## config.mk

```make
export PLATFORM = sky130hd
export DESIGN_NAME = hcp_header_framer
export DESIGN_NICKNAME = d
export VERILOG_FILES = /design/src/hdl/hcp_crc16.v /design/src/hdl/hcp_header_framer.v
export VERILOG_INCLUDE_DIRS = /design/src /design/src/hdl
export SDC_FILE = /design/constraint.sdc
export NUM_CORES = 1
export LEC_CHECK = 0
export ABC_AREA = 0
export BUFFER_PORTS_ARGS = -buffer_cell sky130_fd_sc_hd__buf_4
export CAP_MARGIN = 25
export CELL_PAD_IN_SITES_DETAIL_PLACEMENT = 1
export CELL_PAD_IN_SITES_GLOBAL_PLACEMENT = 2
export CORE_ASPECT_RATIO = 1.4
export CORE_MARGIN = 8
export CORE_UTILIZATION = 41
export DETAILED_ROUTE_END_ITERATION = 8
export GPL_TIMING_DRIVEN = 0
export PLACE_DENSITY = 0.85
export SLEW_MARGIN = 20
export SYNTH_ARGS = -nofsm -noshare
export SYNTH_HDL_FRONTEND = slang
export SYNTH_SLANG_ARGS = --single-unit
```

## constraint.sdc

```tcl
create_clock -name ref_clk -period 8.65 [get_ports ref_clk]
set_input_delay 1.2975 -clock ref_clk [delete_from_list [all_inputs] [get_ports ref_clk]]
set_output_delay 1.2975 -clock ref_clk [all_outputs]
set_load 0.005 [all_outputs]
```

## src/hdl/hcp_defs.vh

```
// Purpose: constants of the transmit header framer (offsets, fields, reset values)
// Assumes: 8-bit register port with 8-bit addresses
// Notes:   included by hcp_header_framer.v and hcp_crc16.v
`ifndef HCP_DEFS_VH
`define HCP_DEFS_VH

// register offsets
`define HCP_OFS_HDR_CFG      8'h02
`define HCP_OFS_SFD_HIGH     8'hc4
`define HCP_OFS_SFD_LOW      8'hc8
`define HCP_OFS_SERVICE      8'hcc
`define HCP_OFS_LEN_HIGH     8'hd0
`define HCP_OFS_LEN_LOW      8'hd4
`define HCP_OFS_CHECK_HIGH   8'hd8
`define HCP_OFS_CHECK_LOW    8'hdc
`define HCP_OFS_PRE_COUNT    8'he0

// header mode field inside the configuration register
`define HCP_MODE_LSB         0
`define HCP_MODE_MSB         1
`define HCP_MODE_OFF         2'h0
`define HCP_MODE_SFD         2'h1
`define HCP_MODE_SFD_LEN     2'h2
`define HCP_MODE_ALL         2'h3

// header fields as seen by the coverage decode
`define HCP_FLD_SFD          2'h0
`define HCP_FLD_SVC          2'h1
`define HCP_FLD_LEN          2'h2
`define HCP_FLD_CRC          2'h3

// reset values
`define HCP_RST_HDR_CFG      8'h00
`define HCP_RST_SFD          16'h0000
`define HCP_RST_SERVICE      8'h00
`define HCP_RST_LEN          16'h0000
`define HCP_RST_PRE_COUNT    8'h50

// check polynomial and preset
`define HCP_CRC_POLY         16'h1021
`define HCP_CRC_PRESET       16'hffff

// last bit index of each field (bits per field minus one)
`define HCP_LAST_SFD         8'h0f
`define HCP_LAST_SVC         8'h07
`define HCP_LAST_LEN         8'h0f
`define HCP_LAST_CRC         8'h0f

// receive header bit positions
`define HCP_RX_SFD_END       6'h0f
`define HCP_RX_SVC_END       6'h17
`define HCP_RX_LEN_END       6'h27
`define HCP_RX_HDR_END       6'h37

`endif

```

## src/hdl/hcp_crc16.v

```verilog
// Purpose: bit-serial 16-bit header check accumulator
// Assumes: one data bit per enabled cycle, first bit first
// Notes:   next value is also exported so the caller can use the final bit at once
`timescale 1ns/1ps
`include "hcp_defs.vh"

module hcp_crc16 (
  input  wire        ref_clk,
  input  wire        rst,
  input  wire        ce,
  input  wire        init,
  input  wire        en,
  input  wire        dataBit,
  output reg  [15:0] crc_q,
  output reg  [15:0] crc_d
);

  reg feedback;

  always @* begin
    feedback = dataBit ^ crc_q[15];
    crc_d    = crc_q;
    if (init) begin
      crc_d = `HCP_CRC_PRESET;
    end else if (en) begin
      crc_d = {crc_q[14:0], 1'b0} ^ (feedback ? `HCP_CRC_POLY : 16'h0000);
    end
  end

  always @(posedge ref_clk or posedge rst) begin
    if (rst) begin
      crc_q <= `HCP_CRC_PRESET;
    end else if (ce) begin
      crc_q <= crc_d;
    end
  end

endmodule // hcp_crc16

```

## src/hdl/hcp_header_framer.v

```verilog
// Purpose: transmit header framer with preamble counter, length, SFD and header check
// Assumes: register port and bit streams synchronous to ref_clk
// Notes:   fields are read from the registers at the start of each field
`timescale 1ns/1ps
`include "hcp_defs.vh"

// Functional notes
// - transmitted length bits 0-7 come from the low-byte register, joined with high byte.
// - a 16-bit header check is computed; bits 8-15 and 0-7 readable as two bytes.
// - header mode bits at address 02 select the covered fields; host sets them first.
// - mode 0 no check, 1 SFD only, 2 SFD and length; receive check follows.
// - an 8-bit preamble counter loads from its register and sets preamble bit count.
// - one 16-bit SFD serves the transmitted header and receive matching.
module hcp_header_framer (
  input  wire        ref_clk,
  input  wire        rst,
  input  wire        ce,
  input  wire [7:0]  regAddr,
  input  wire [7:0]  regWrData,
  input  wire        regWrEn,
  input  wire        regRdEn,
  output reg  [7:0]  regRdData,
  input  wire        txStart,
  output wire        txBusy,
  output wire        txBitValid,
  input  wire        txBitReady,
  output wire        txBit,
  output reg         txDone,
  input  wire        rxHdrStart,
  input  wire        rxBitValid,
  input  wire        rxBit,
  output reg         rxSfdMatch,
  output reg         rxCheckOk,
  output reg         rxDone,
  output reg  [15:0] rxHeaderCheckValue
);

  localparam [5:0] ST_IDLE = 6'h01;
  localparam [5:0] ST_PRE  = 6'h02;
  localparam [5:0] ST_SFD  = 6'h04;
  localparam [5:0] ST_SVC  = 6'h08;
  localparam [5:0] ST_LEN  = 6'h10;
  localparam [5:0] ST_CRC  = 6'h20;

  // coverage of a header field under a mode
  function covered;
    input [1:0] mode;
    input [1:0] field;
    begin
      case (mode)
        `HCP_MODE_SFD:     covered = (field == `HCP_FLD_SFD);
        `HCP_MODE_SFD_LEN: covered = (field == `HCP_FLD_SFD) || (field == `HCP_FLD_LEN);
        `HCP_MODE_ALL:     covered = (field != `HCP_FLD_CRC);
        default:           covered = 1'b0;
      endcase
    end
  endfunction

  // msb of the check goes out first while the shifter sends lsb first
  function [15:0] reverse16;
    input [15:0] v;
    integer i;
    begin
      for (i = 0; i < 16; i = i + 1) begin
        reverse16[i] = v[15 - i];
      end
    end
  endfunction

  ////////////////////////////////////////////////////////////////////////////
  reg  [7:0]  hdrCfg_q;
  reg  [15:0] sfd_q;
  reg  [7:0]  service_q;
  reg  [15:0] length_q;
  reg  [7:0]  preCount_q;
  reg  [15:0] txHeaderCheckValue_q;
  wire [1:0]  hdrMode = hdrCfg_q[`HCP_MODE_MSB:`HCP_MODE_LSB];

  always @(posedge ref_clk or posedge rst) begin
    if (rst) begin
      hdrCfg_q   <= `HCP_RST_HDR_CFG;
      sfd_q      <= `HCP_RST_SFD;
      service_q  <= `HCP_RST_SERVICE;
      length_q   <= `HCP_RST_LEN;
      preCount_q <= `HCP_RST_PRE_COUNT;
    end else if (ce && regWrEn) begin
      if (regAddr == `HCP_OFS_HDR_CFG) begin
        hdrCfg_q <= regWrData;
      end else if (regAddr == `HCP_OFS_SFD_HIGH) begin
        sfd_q[15:8] <= regWrData;
      end else if (regAddr == `HCP_OFS_SFD_LOW) begin
        sfd_q[7:0] <= regWrData;
      end else if (regAddr == `HCP_OFS_SERVICE) begin
        service_q <= regWrData;
      end else if (regAddr == `HCP_OFS_LEN_HIGH) begin
        length_q[15:8] <= regWrData;
      end else if (regAddr == `HCP_OFS_LEN_LOW) begin
        length_q[7:0] <= regWrData;
      end else if (regAddr == `HCP_OFS_PRE_COUNT) begin
        preCount_q <= regWrData;
      end
    end
  end

  // read data is registered; unmapped offsets read zero
  always @(posedge ref_clk or posedge rst) begin
    if (rst) begin
      regRdData <= 8'h00;
    end else if (ce && regRdEn) begin
      if (regAddr == `HCP_OFS_HDR_CFG) begin
        regRdData <= hdrCfg_q;
      end else if (regAddr == `HCP_OFS_SFD_HIGH) begin
        regRdData <= sfd_q[15:8];
      end else if (regAddr == `HCP_OFS_SFD_LOW) begin
        regRdData <= sfd_q[7:0];
      end else if (regAddr == `HCP_OFS_SERVICE) begin
        regRdData <= service_q;
      end else if (regAddr == `HCP_OFS_LEN_HIGH) begin
        regRdData <= length_q[15:8];
      end else if (regAddr == `HCP_OFS_LEN_LOW) begin
        regRdData <= length_q[7:0];
      end else if (regAddr == `HCP_OFS_CHECK_HIGH) begin
        regRdData <= txHeaderCheckValue_q[15:8];
      end else if (regAddr == `HCP_OFS_CHECK_LOW) begin
        regRdData <= txHeaderCheckValue_q[7:0];
      end else if (regAddr == `HCP_OFS_PRE_COUNT) begin
        regRdData <= preCount_q;
      end else begin
        regRdData <= 8'h00;
      end
    end
  end

  ////////////////////////////////////////////////////////////////////////////
  // transmit sequencer
  reg  [5:0]  state_q;
  reg  [7:0]  bitCnt_q;
  reg  [15:0] shift_q;
  reg  [1:0]  txField;
  wire        txAccept = txBitValid && txBitReady;
  wire        txLast   = (bitCnt_q == 8'h00);
  wire [15:0] txCrc_q;
  wire [15:0] txCrc_d;

  always @* begin
    case (state_q)
      ST_SVC:  txField = `HCP_FLD_SVC;
      ST_LEN:  txField = `HCP_FLD_LEN;
      ST_SFD:  txField = `HCP_FLD_SFD;
      default: txField = `HCP_FLD_CRC;
    endcase
  end

  assign txBusy     = (state_q != ST_IDLE);
  assign txBitValid = txBusy;
  assign txBit      = shift_q[0];

  hcp_crc16 u_txCrc (
    .ref_clk (ref_clk),
    .rst     (rst),
    .ce      (ce),
    .init    ((state_q == ST_IDLE) && txStart),
    .en      (txAccept && covered(hdrMode, txField)),
    .dataBit (shift_q[0]),
    .crc_q   (txCrc_q),
    .crc_d   (txCrc_d)
  );

  always @(posedge ref_clk or posedge rst) begin
    if (rst) begin
      state_q              <= ST_IDLE;
      bitCnt_q             <= 8'h00;
      shift_q              <= 16'hffff;
      txDone               <= 1'b0;
      txHeaderCheckValue_q <= 16'h0000;
    end else if (ce) begin
      txDone <= 1'b0;
      case (state_q)
        ST_IDLE: begin
          shift_q <= 16'hffff;
          if (txStart && (preCount_q != 8'h00)) begin
            state_q  <= ST_PRE;
            bitCnt_q <= preCount_q - 8'h01;
          end else if (txStart) begin
            state_q  <= ST_SFD;
            bitCnt_q <= `HCP_LAST_SFD;
            shift_q  <= sfd_q;
          end
        end
        ST_PRE: begin
          if (txAccept && txLast) begin
            state_q  <= ST_SFD;
            bitCnt_q <= `HCP_LAST_SFD;
            shift_q  <= sfd_q;
          end else if (txAccept) begin
            bitCnt_q <= bitCnt_q - 8'h01;
          end
        end
        ST_SFD: begin
          if (txAccept && txLast) begin
            state_q  <= ST_SVC;
            bitCnt_q <= `HCP_LAST_SVC;
            shift_q  <= {8'h00, service_q};
          end else if (txAccept) begin
            bitCnt_q <= bitCnt_q - 8'h01;
            shift_q  <= {1'b1, shift_q[15:1]};
          end
        end
        ST_SVC: begin
          if (txAccept && txLast) begin
            state_q  <= ST_LEN;
            bitCnt_q <= `HCP_LAST_LEN;
            shift_q  <= length_q;
          end else if (txAccept) begin
            bitCnt_q <= bitCnt_q - 8'h01;
            shift_q  <= {1'b1, shift_q[15:1]};
          end
        end
        ST_LEN: begin
          if (txAccept && txLast && (hdrMode == `HCP_MODE_OFF)) begin
            state_q              <= ST_IDLE;
            shift_q              <= 16'hffff;
            txDone               <= 1'b1;
            txHeaderCheckValue_q <= 16'h0000;
          end else if (txAccept && txLast) begin
            state_q              <= ST_CRC;
            bitCnt_q             <= `HCP_LAST_CRC;
            shift_q              <= reverse16(~txCrc_d);
            txHeaderCheckValue_q <= ~txCrc_d;
          end else if (txAccept) begin
            bitCnt_q <= bitCnt_q - 8'h01;
            shift_q  <= {1'b1, shift_q[15:1]};
          end
        end
        ST_CRC: begin
          if (txAccept && txLast) begin
            state_q <= ST_IDLE;
            shift_q <= 16'hffff;
            txDone  <= 1'b1;
          end else if (txAccept) begin
            bitCnt_q <= bitCnt_q - 8'h01;
            shift_q  <= {1'b1, shift_q[15:1]};
          end
        end
        default: begin
          state_q <= ST_IDLE;
        end
      endcase
    end
  end

  ////////////////////////////////////////////////////////////////////////////
  // receive header check, same mode and SFD as transmit
  reg         rxActive_q;
  reg  [5:0]  rxIdx_q;
  reg  [15:0] rxShift_q;
  reg  [15:0] rxCrcRecv_q;
  reg  [1:0]  rxField;
  wire [15:0] rxCrc_q;
  wire [15:0] rxCrc_d;
  wire        rxTake   = rxActive_q && rxBitValid;
  wire [15:0] rxWord   = {rxBit, rxShift_q[15:1]};
  wire [15:0] rxCrcNew = {rxCrcRecv_q[14:0], rxBit};

  always @* begin
    if (rxIdx_q <= `HCP_RX_SFD_END) begin
      rxField = `HCP_FLD_SFD;
    end else if (rxIdx_q <= `HCP_RX_SVC_END) begin
      rxField = `HCP_FLD_SVC;
    end else if (rxIdx_q <= `HCP_RX_LEN_END) begin
      rxField = `HCP_FLD_LEN;
    end else begin
      rxField = `HCP_FLD_CRC;
    end
  end

  hcp_crc16 u_rxCrc (
    .ref_clk (ref_clk),
    .rst     (rst),
    .ce      (ce),
    .init    (rxHdrStart),
    .en      (rxTake && covered(hdrMode, rxField)),
    .dataBit (rxBit),
    .crc_q   (rxCrc_q),
    .crc_d   (rxCrc_d)
  );

  always @(posedge ref_clk or posedge rst) begin
    if (rst) begin
      rxActive_q         <= 1'b0;
      rxIdx_q            <= 6'h00;
      rxShift_q          <= 16'h0000;
      rxCrcRecv_q        <= 16'h0000;
      rxSfdMatch         <= 1'b0;
      rxCheckOk          <= 1'b0;
      rxDone             <= 1'b0;
      rxHeaderCheckValue <= 16'h0000;
    end else if (ce) begin
      rxDone <= 1'b0;
      if (rxHdrStart) begin
        rxActive_q <= 1'b1;
        rxIdx_q    <= 6'h00;
        rxSfdMatch <= 1'b0;
      end else if (rxTake) begin
        rxShift_q <= rxWord;
        rxIdx_q   <= rxIdx_q + 6'h01;
        if (rxIdx_q == `HCP_RX_SFD_END) begin
          rxSfdMatch <= (rxWord == sfd_q);
        end
        if (rxField == `HCP_FLD_CRC) begin
          rxCrcRecv_q <= rxCrcNew;
        end
        if (rxIdx_q == `HCP_RX_HDR_END) begin
          rxActive_q         <= 1'b0;
          rxDone             <= 1'b1;
          rxHeaderCheckValue <= rxCrcNew;
          // mode 0 carries no check to compare against
          rxCheckOk <= (hdrMode == `HCP_MODE_OFF) || (rxCrcNew == ~rxCrc_q);
        end
      end
    end
  end

endmodule // hcp_header_framer

```

==> results of run 1 <==
per-layer routing:
layer	track usage	wire length [µm]	up-vias
met5	0	0	-
met4	0.1006	1307	0
met3	0.03625	1079	65
met2	0.4370	18870	169
met1	0.2436	13580	4323
li1	-	-	3831
cell usage after synthesis (all sizes together) (13+ instances only):
library cell  instances  share of area
mux2                104           0.11
nor4                 20          0.014
o22a                 27          0.022
xor2                 43          0.035
nand3                23          0.011
clkbuf               34          0.012
mux2i                20          0.019
a22oi                20          0.014
and3                 13         0.0076
dfrtp               148           0.35
a211oi               19          0.015
inv                  23         0.0081
o21ai                33          0.017
nand2                56          0.020
dfstp                51           0.13
nor2                 50          0.021
a22o                 14          0.012
a21oi                39          0.019
nor3                 27          0.014
buf                  22          0.013
flip-flops by register name, indices dropped and copies added, names as in the netlist, 15 cells and up:
register	flops
length_q	16
rxHeaderCheckValue	16
sfd_q	16
shift_q	16
txHeaderCheckValue_q	16
u_rxCrc.crc_q	16
u_txCrc.crc_q	16
rxCrcRecv_q	15
rxShift_q	15
where the power goes:
part           leakage (µW)  internal (µW)  switching (µW)
combinational       0.00251            435             725
clock              0.000269            391             369
sequential          0.00252           1160             159
total               0.00530           1980            1250
through the flow:
step / worst slack (ps) / cells
6_report: 5022 / 1383
5_1_grt: 4819 / 1383
4_1_cts: 4935 / 1383
3_5_place_dp: 4465 / 1351
3_3_place_gp: -402.7 / 1349
2_1_floorplan: 2011 / 970
path summary, 6_finish.rpt:
check                                       start                       to  slack [ps]  cells past startpoint
setup reg to reg           state_q[0]$_DFFE_PP1P_   shift_q[4]$_DFFE_PP1P_        5430                      7
hold reg to reg                txDone$_DFFE_PP0P_       txDone$_DFFE_PP0P_         490                      1
min in group asynchronous                     rst       txDone$_DFFE_PP0P_         930                      2
max in group asynchronous                     rst  shift_q[14]$_DFFE_PP1P_        6750                      3
setup / recovery                       regAddr[2]    sfd_q[10]$_DFFE_PP0P_        5020                      6
hold / removal                 txDone$_DFFE_PP0P_       txDone$_DFFE_PP0P_         490                      1
cell type report:
class	instances	area (µm²)
multi-input cells	691	5244
flip-flops and latches	199	5044
plain buffers	56	266.5
clock inverters	11	75.07
well taps	324	405.4
inverters	24	97.59
repair buffers	57	445.4
fillers	2776	13790
clock buffers	21	470.5
logic make-up (layout without fill, tap and decap cells):
| logic type | after synthesis | count (layout) |
|---|---|---|
| DFF | 199 | 199 |
| and+or+nand+nor | 247 | 247 |
| adders and majority gates | 4 | 4 |
| buffers and inverters | 80 | 169 |
| AOI/OAI and AO/OA | 269 | 269 |
| muxes | 124 | 124 |
| xor gates and xnor gates | 47 | 47 |
critical path, stage by stage:
cell	delay (ps)
buf_4	80
clkbuf_1	520
inv_1	250
nor4_2	930
nand2_1	460
mux2_2	400
placed cells by master (no fill, tap or decap), types with 28 or more instances in the layout:
master / count
dfrtp_1: 148
mux2_2: 104
buf_4: 58
nand2_1: 55
dfstp_2: 51
nor2_1: 48
xor2_1: 43
a21oi_1: 37
clkbuf_1: 35
o21ai_0: 28
==> impl_metrics.toml, run 1 <==
[run_status]
outcome = "finished, final reports clean"

[cts]
cts_inserted_buffers = 17
clock-sinks = 199
cts_tree = "yes"
cts_max_level = 4
insertion_delay_ps = 450
postCtsSetupBuffers = 0
cts-root-buf = "clkbuf_16"
cts_resized = 0
clockBufferDepth = 2
holdBufCountCts = 0
clk_pin_slew_ps = 70

[sta]
skew_ps = 12.82
fin_tns_setup_ps = 0
fmax_ghz = 0.2756
worst_pin_slew_ps = 1041
whs_ps = 485.8
rsz0062_at_grt = "no"
slew_headroom = 0.3006
final_hold_viol_count = 0
maxSlewViolCount = 0
min_period_ps = 3628
finalCritPeriodShare = 0.4194
setup_viol = 0

[routing]
routedWlPerCell_um = 25.19
final_antenna_net_count = 0
firstDrtPassIters = 5
vias = 8388
drt_iter0_drc = 445
viasPerCell = 6.065
drt_wl_total_um = 34830
remaining_drc_errors = 0

[synth]
synth_top_family_by_area = "compound AO/OA/AOI/OAI gates"
synth-compound-area-share = 0.1933
synthFlopType = "dfrtp_1"
synthSimpleGateAreaFrac = 0.1268
synth-seq-cells = 199
syn_nets = 1000
synth_mux_area_frac = 0.1289
synth_cell_type_count = 87
syn_avg_cell_area_um2 = 10.97
async_reset_ff_frac = 1.000
synth_edf_count = 0
ys_warn_count = 0
synthCells = 970
synthAdderAreaFrac = 0.004704
seq_area_frac_synth = 0.4741
syn_area_mm2 = 0.01064
synthXorXnorAreaFrac = 0.03869

[power]
finalPower_uw = 3234
power.density_mw_per_mm2 = 268.5
ir_worst_vdd_v = 0.0001541
p_leak_uw = 0.005298

[final_layout]
nets = 1076
layout-drive-gt1-share = 0.2795
finalCoreUtilization = 0.4663
postLayoutCellArea_mm2 = 0.01205
areaGrowthSynthToFinish_pct = 13.24
n_antenna_cell = 0

[flow_run]
cap_violations = 0

[placed_design]
gp_congestion = 0.8963
hpwl_um = 26330
postPlaceCellArea_mm2 = 0.01150
port_buffers = 55

[grt]
grt_pass1_vias = 9304
antenna_found_initial = 0
grt_pass1_wl_um = 55120
overflow = 0
grt_max_degree = 102
grt_usage = 0.2278

[floorplan]
die_h_um = 206.6
core-area_mm2 = 0.02584
die_area_mm2 = 0.03143
num_io_pins = 57
start_util = 0.4118
die_x_um = 152.1
std_cell_rows = 70

[critical_path]
crit_type = "input pin to flop"
start_kind = "input pin"
crit_arrival_ps = 3960
cp-end-kind = "flop"
required_ps = 8980
crit_fanout = 10

[worst_hold_path]
hold_path_class = "flop to flop"
No activity file was read; power rests on OpenSTA's default activity.
==> run 2, diff against run 1 <==
Clock period 8.65 ns to 3.7 ns, I/O delays scaled along.
==> impl_metrics.toml, run 2 (same netlist as run 1, synthesis figures left out) <==
[sta]
setup_viol = 0
maxSlewViolCount = 0
min_period_ps = 3197
fin_tns_setup_ps = 0
fmax_ghz = 0.3128
finalCritPeriodShare = 0.8640
rsz0062_at_grt = "no"
worst_pin_slew_ps = 1069
whs_ps = 86.89
skew_ps = 13.98
final_hold_viol_count = 0
slew_headroom = 0.2819

[floorplan]
start_util = 0.4118
num_io_pins = 57
std_cell_rows = 70
die_area_mm2 = 0.03143
core-area_mm2 = 0.02584
die_h_um = 206.6
die_x_um = 152.1

[placed_design]
gp_congestion = 0.9004
hpwl_um = 26800
port_buffers = 55

[cts]
insertion_delay_ps = 450
cts-root-buf = "clkbuf_16"
holdBufCountCts = 0
clock-sinks = 199
cts_inserted_buffers = 17
postCtsSetupBuffers = 0
clk_pin_slew_ps = 70
cts_resized = 0
clockBufferDepth = 2
cts_tree = "yes"
cts_max_level = 4

[power]
p_leak_uw = 0.005381
power.density_mw_per_mm2 = 630.5
ir_worst_vdd_v = 0.0003859

[run_status]
outcome = "finished, final reports clean"

[routing]
vias = 8521
remaining_drc_errors = 0
routedWlPerCell_um = 25.06
final_antenna_net_count = 0
viasPerCell = 6.135
firstDrtPassIters = 5
drt_wl_total_um = 34810
drt_iter0_drc = 525

[grt]
antenna_found_initial = 0
grt_pass1_wl_um = 55080
grt_pass1_vias = 9354
grt_max_degree = 36
overflow = 0
grt_usage = 0.2276

[final_layout]
mostFrequentLayoutCell = "dfrtp_1"
areaGrowthSynthToFinish_pct = 14.83
n_antenna_cell = 0
nets = 1082
layout-drive-gt1-share = 0.2836
final_cell_mix = "dfrtp_1 (148), mux2_2 (104), buf_4 (58)"

[worst_hold_path]
hold_path_class = "input pin to asynchronous set/reset pin"

[critical_path]
start_kind = "flop"
crit_type = "flop to flop"
required_ps = 4050
crit_fanout = 10
crit_arrival_ps = 3550
cp-end-kind = "flop"

[flow_run]
cap_violations = 0
==> run 2: cell count changes in the layout (fill, tap and decap cells not counted), sizes merged <==
cell | before | now
clkinv | 9 | 6
bufinv | 0 | 2
inv | 24 | 26
buf | 79 | 85
clkinvlp | 2 | 1
==> run 2: where the power goes <==
group / internal (µW) / switching, µW / total (µW)
sequential: 2700 / 367 / 3070
combinational: 1030 / 1680 / 2720
clock: 1050 / 864 / 1920
total: 4790 / 2920 / 7700
==> run 2: per-stage QoR <==
stage | instance area [µm²] | power (µW) | utilization | std cells | setup slack (ps)
final | 12220 | 7702 | 0.4728 | 1389 | 503.2
after floorplan | 10640 | 4864 | - | 970 | 612.3
after global routing | 12220 | 8109 | 0.4728 | 1389 | 309.6
after detailed placement | 11630 | 5788 | 0.4500 | 1357 | 274.3
after CTS | 12220 | 7716 | 0.4728 | 1389 | 490.8
after global placement | 11460 | 5697 | 0.4436 | 1349 | -662.6
==> run 2: layout make-up <==
cell class,count,area [µm²]
buffer,56,266.5
inverter,24,93.84
clock inverter,11,120.1
clock buffer,21,470.5
fill,2758,13620
tap,324,405.4
sequential,199,5044
multi-input combinational,691,5244
timing repair buffer,63,573.1
==> run 2: critical path: stages (launching register included) <==
cell	delay, ps
dfrtp_1	370
clkbuf_1	220
nor3b_1	650
a31oi_1	270
nor3_2	480
mux2i_1	280
a2111oi_0	690
nor4_1	130
==> run 2: final timing paths <==
check	startpoint	to	slack [ps]	depth (start not counted)
min	rst	txDone$_DFFE_PP0P_	90	2
max reg2reg	state_q[4]$_DFFE_PP0P_	shift_q[4]$_DFFE_PP1P_	500	7
max in group asynchronous	rst	preCount_q[6]$_DFFE_PP1P_	2410	6
min in group ref_clk	regWrData[2]	service_q[2]$_DFFE_PP0P_	420	2
max	state_q[4]$_DFFE_PP0P_	shift_q[4]$_DFFE_PP1P_	500	7
min reg2reg	txDone$_DFFE_PP0P_	txDone$_DFFE_PP0P_	490	1
==> run 2: per-layer routing <==
layer  share of wire  track usage  vias up
li1                -            -     3856
met1            0.38       0.2421     4383
met2            0.53       0.4221      190
met3           0.038      0.04000       92
met4           0.051       0.1296        0
met5               0            0        -
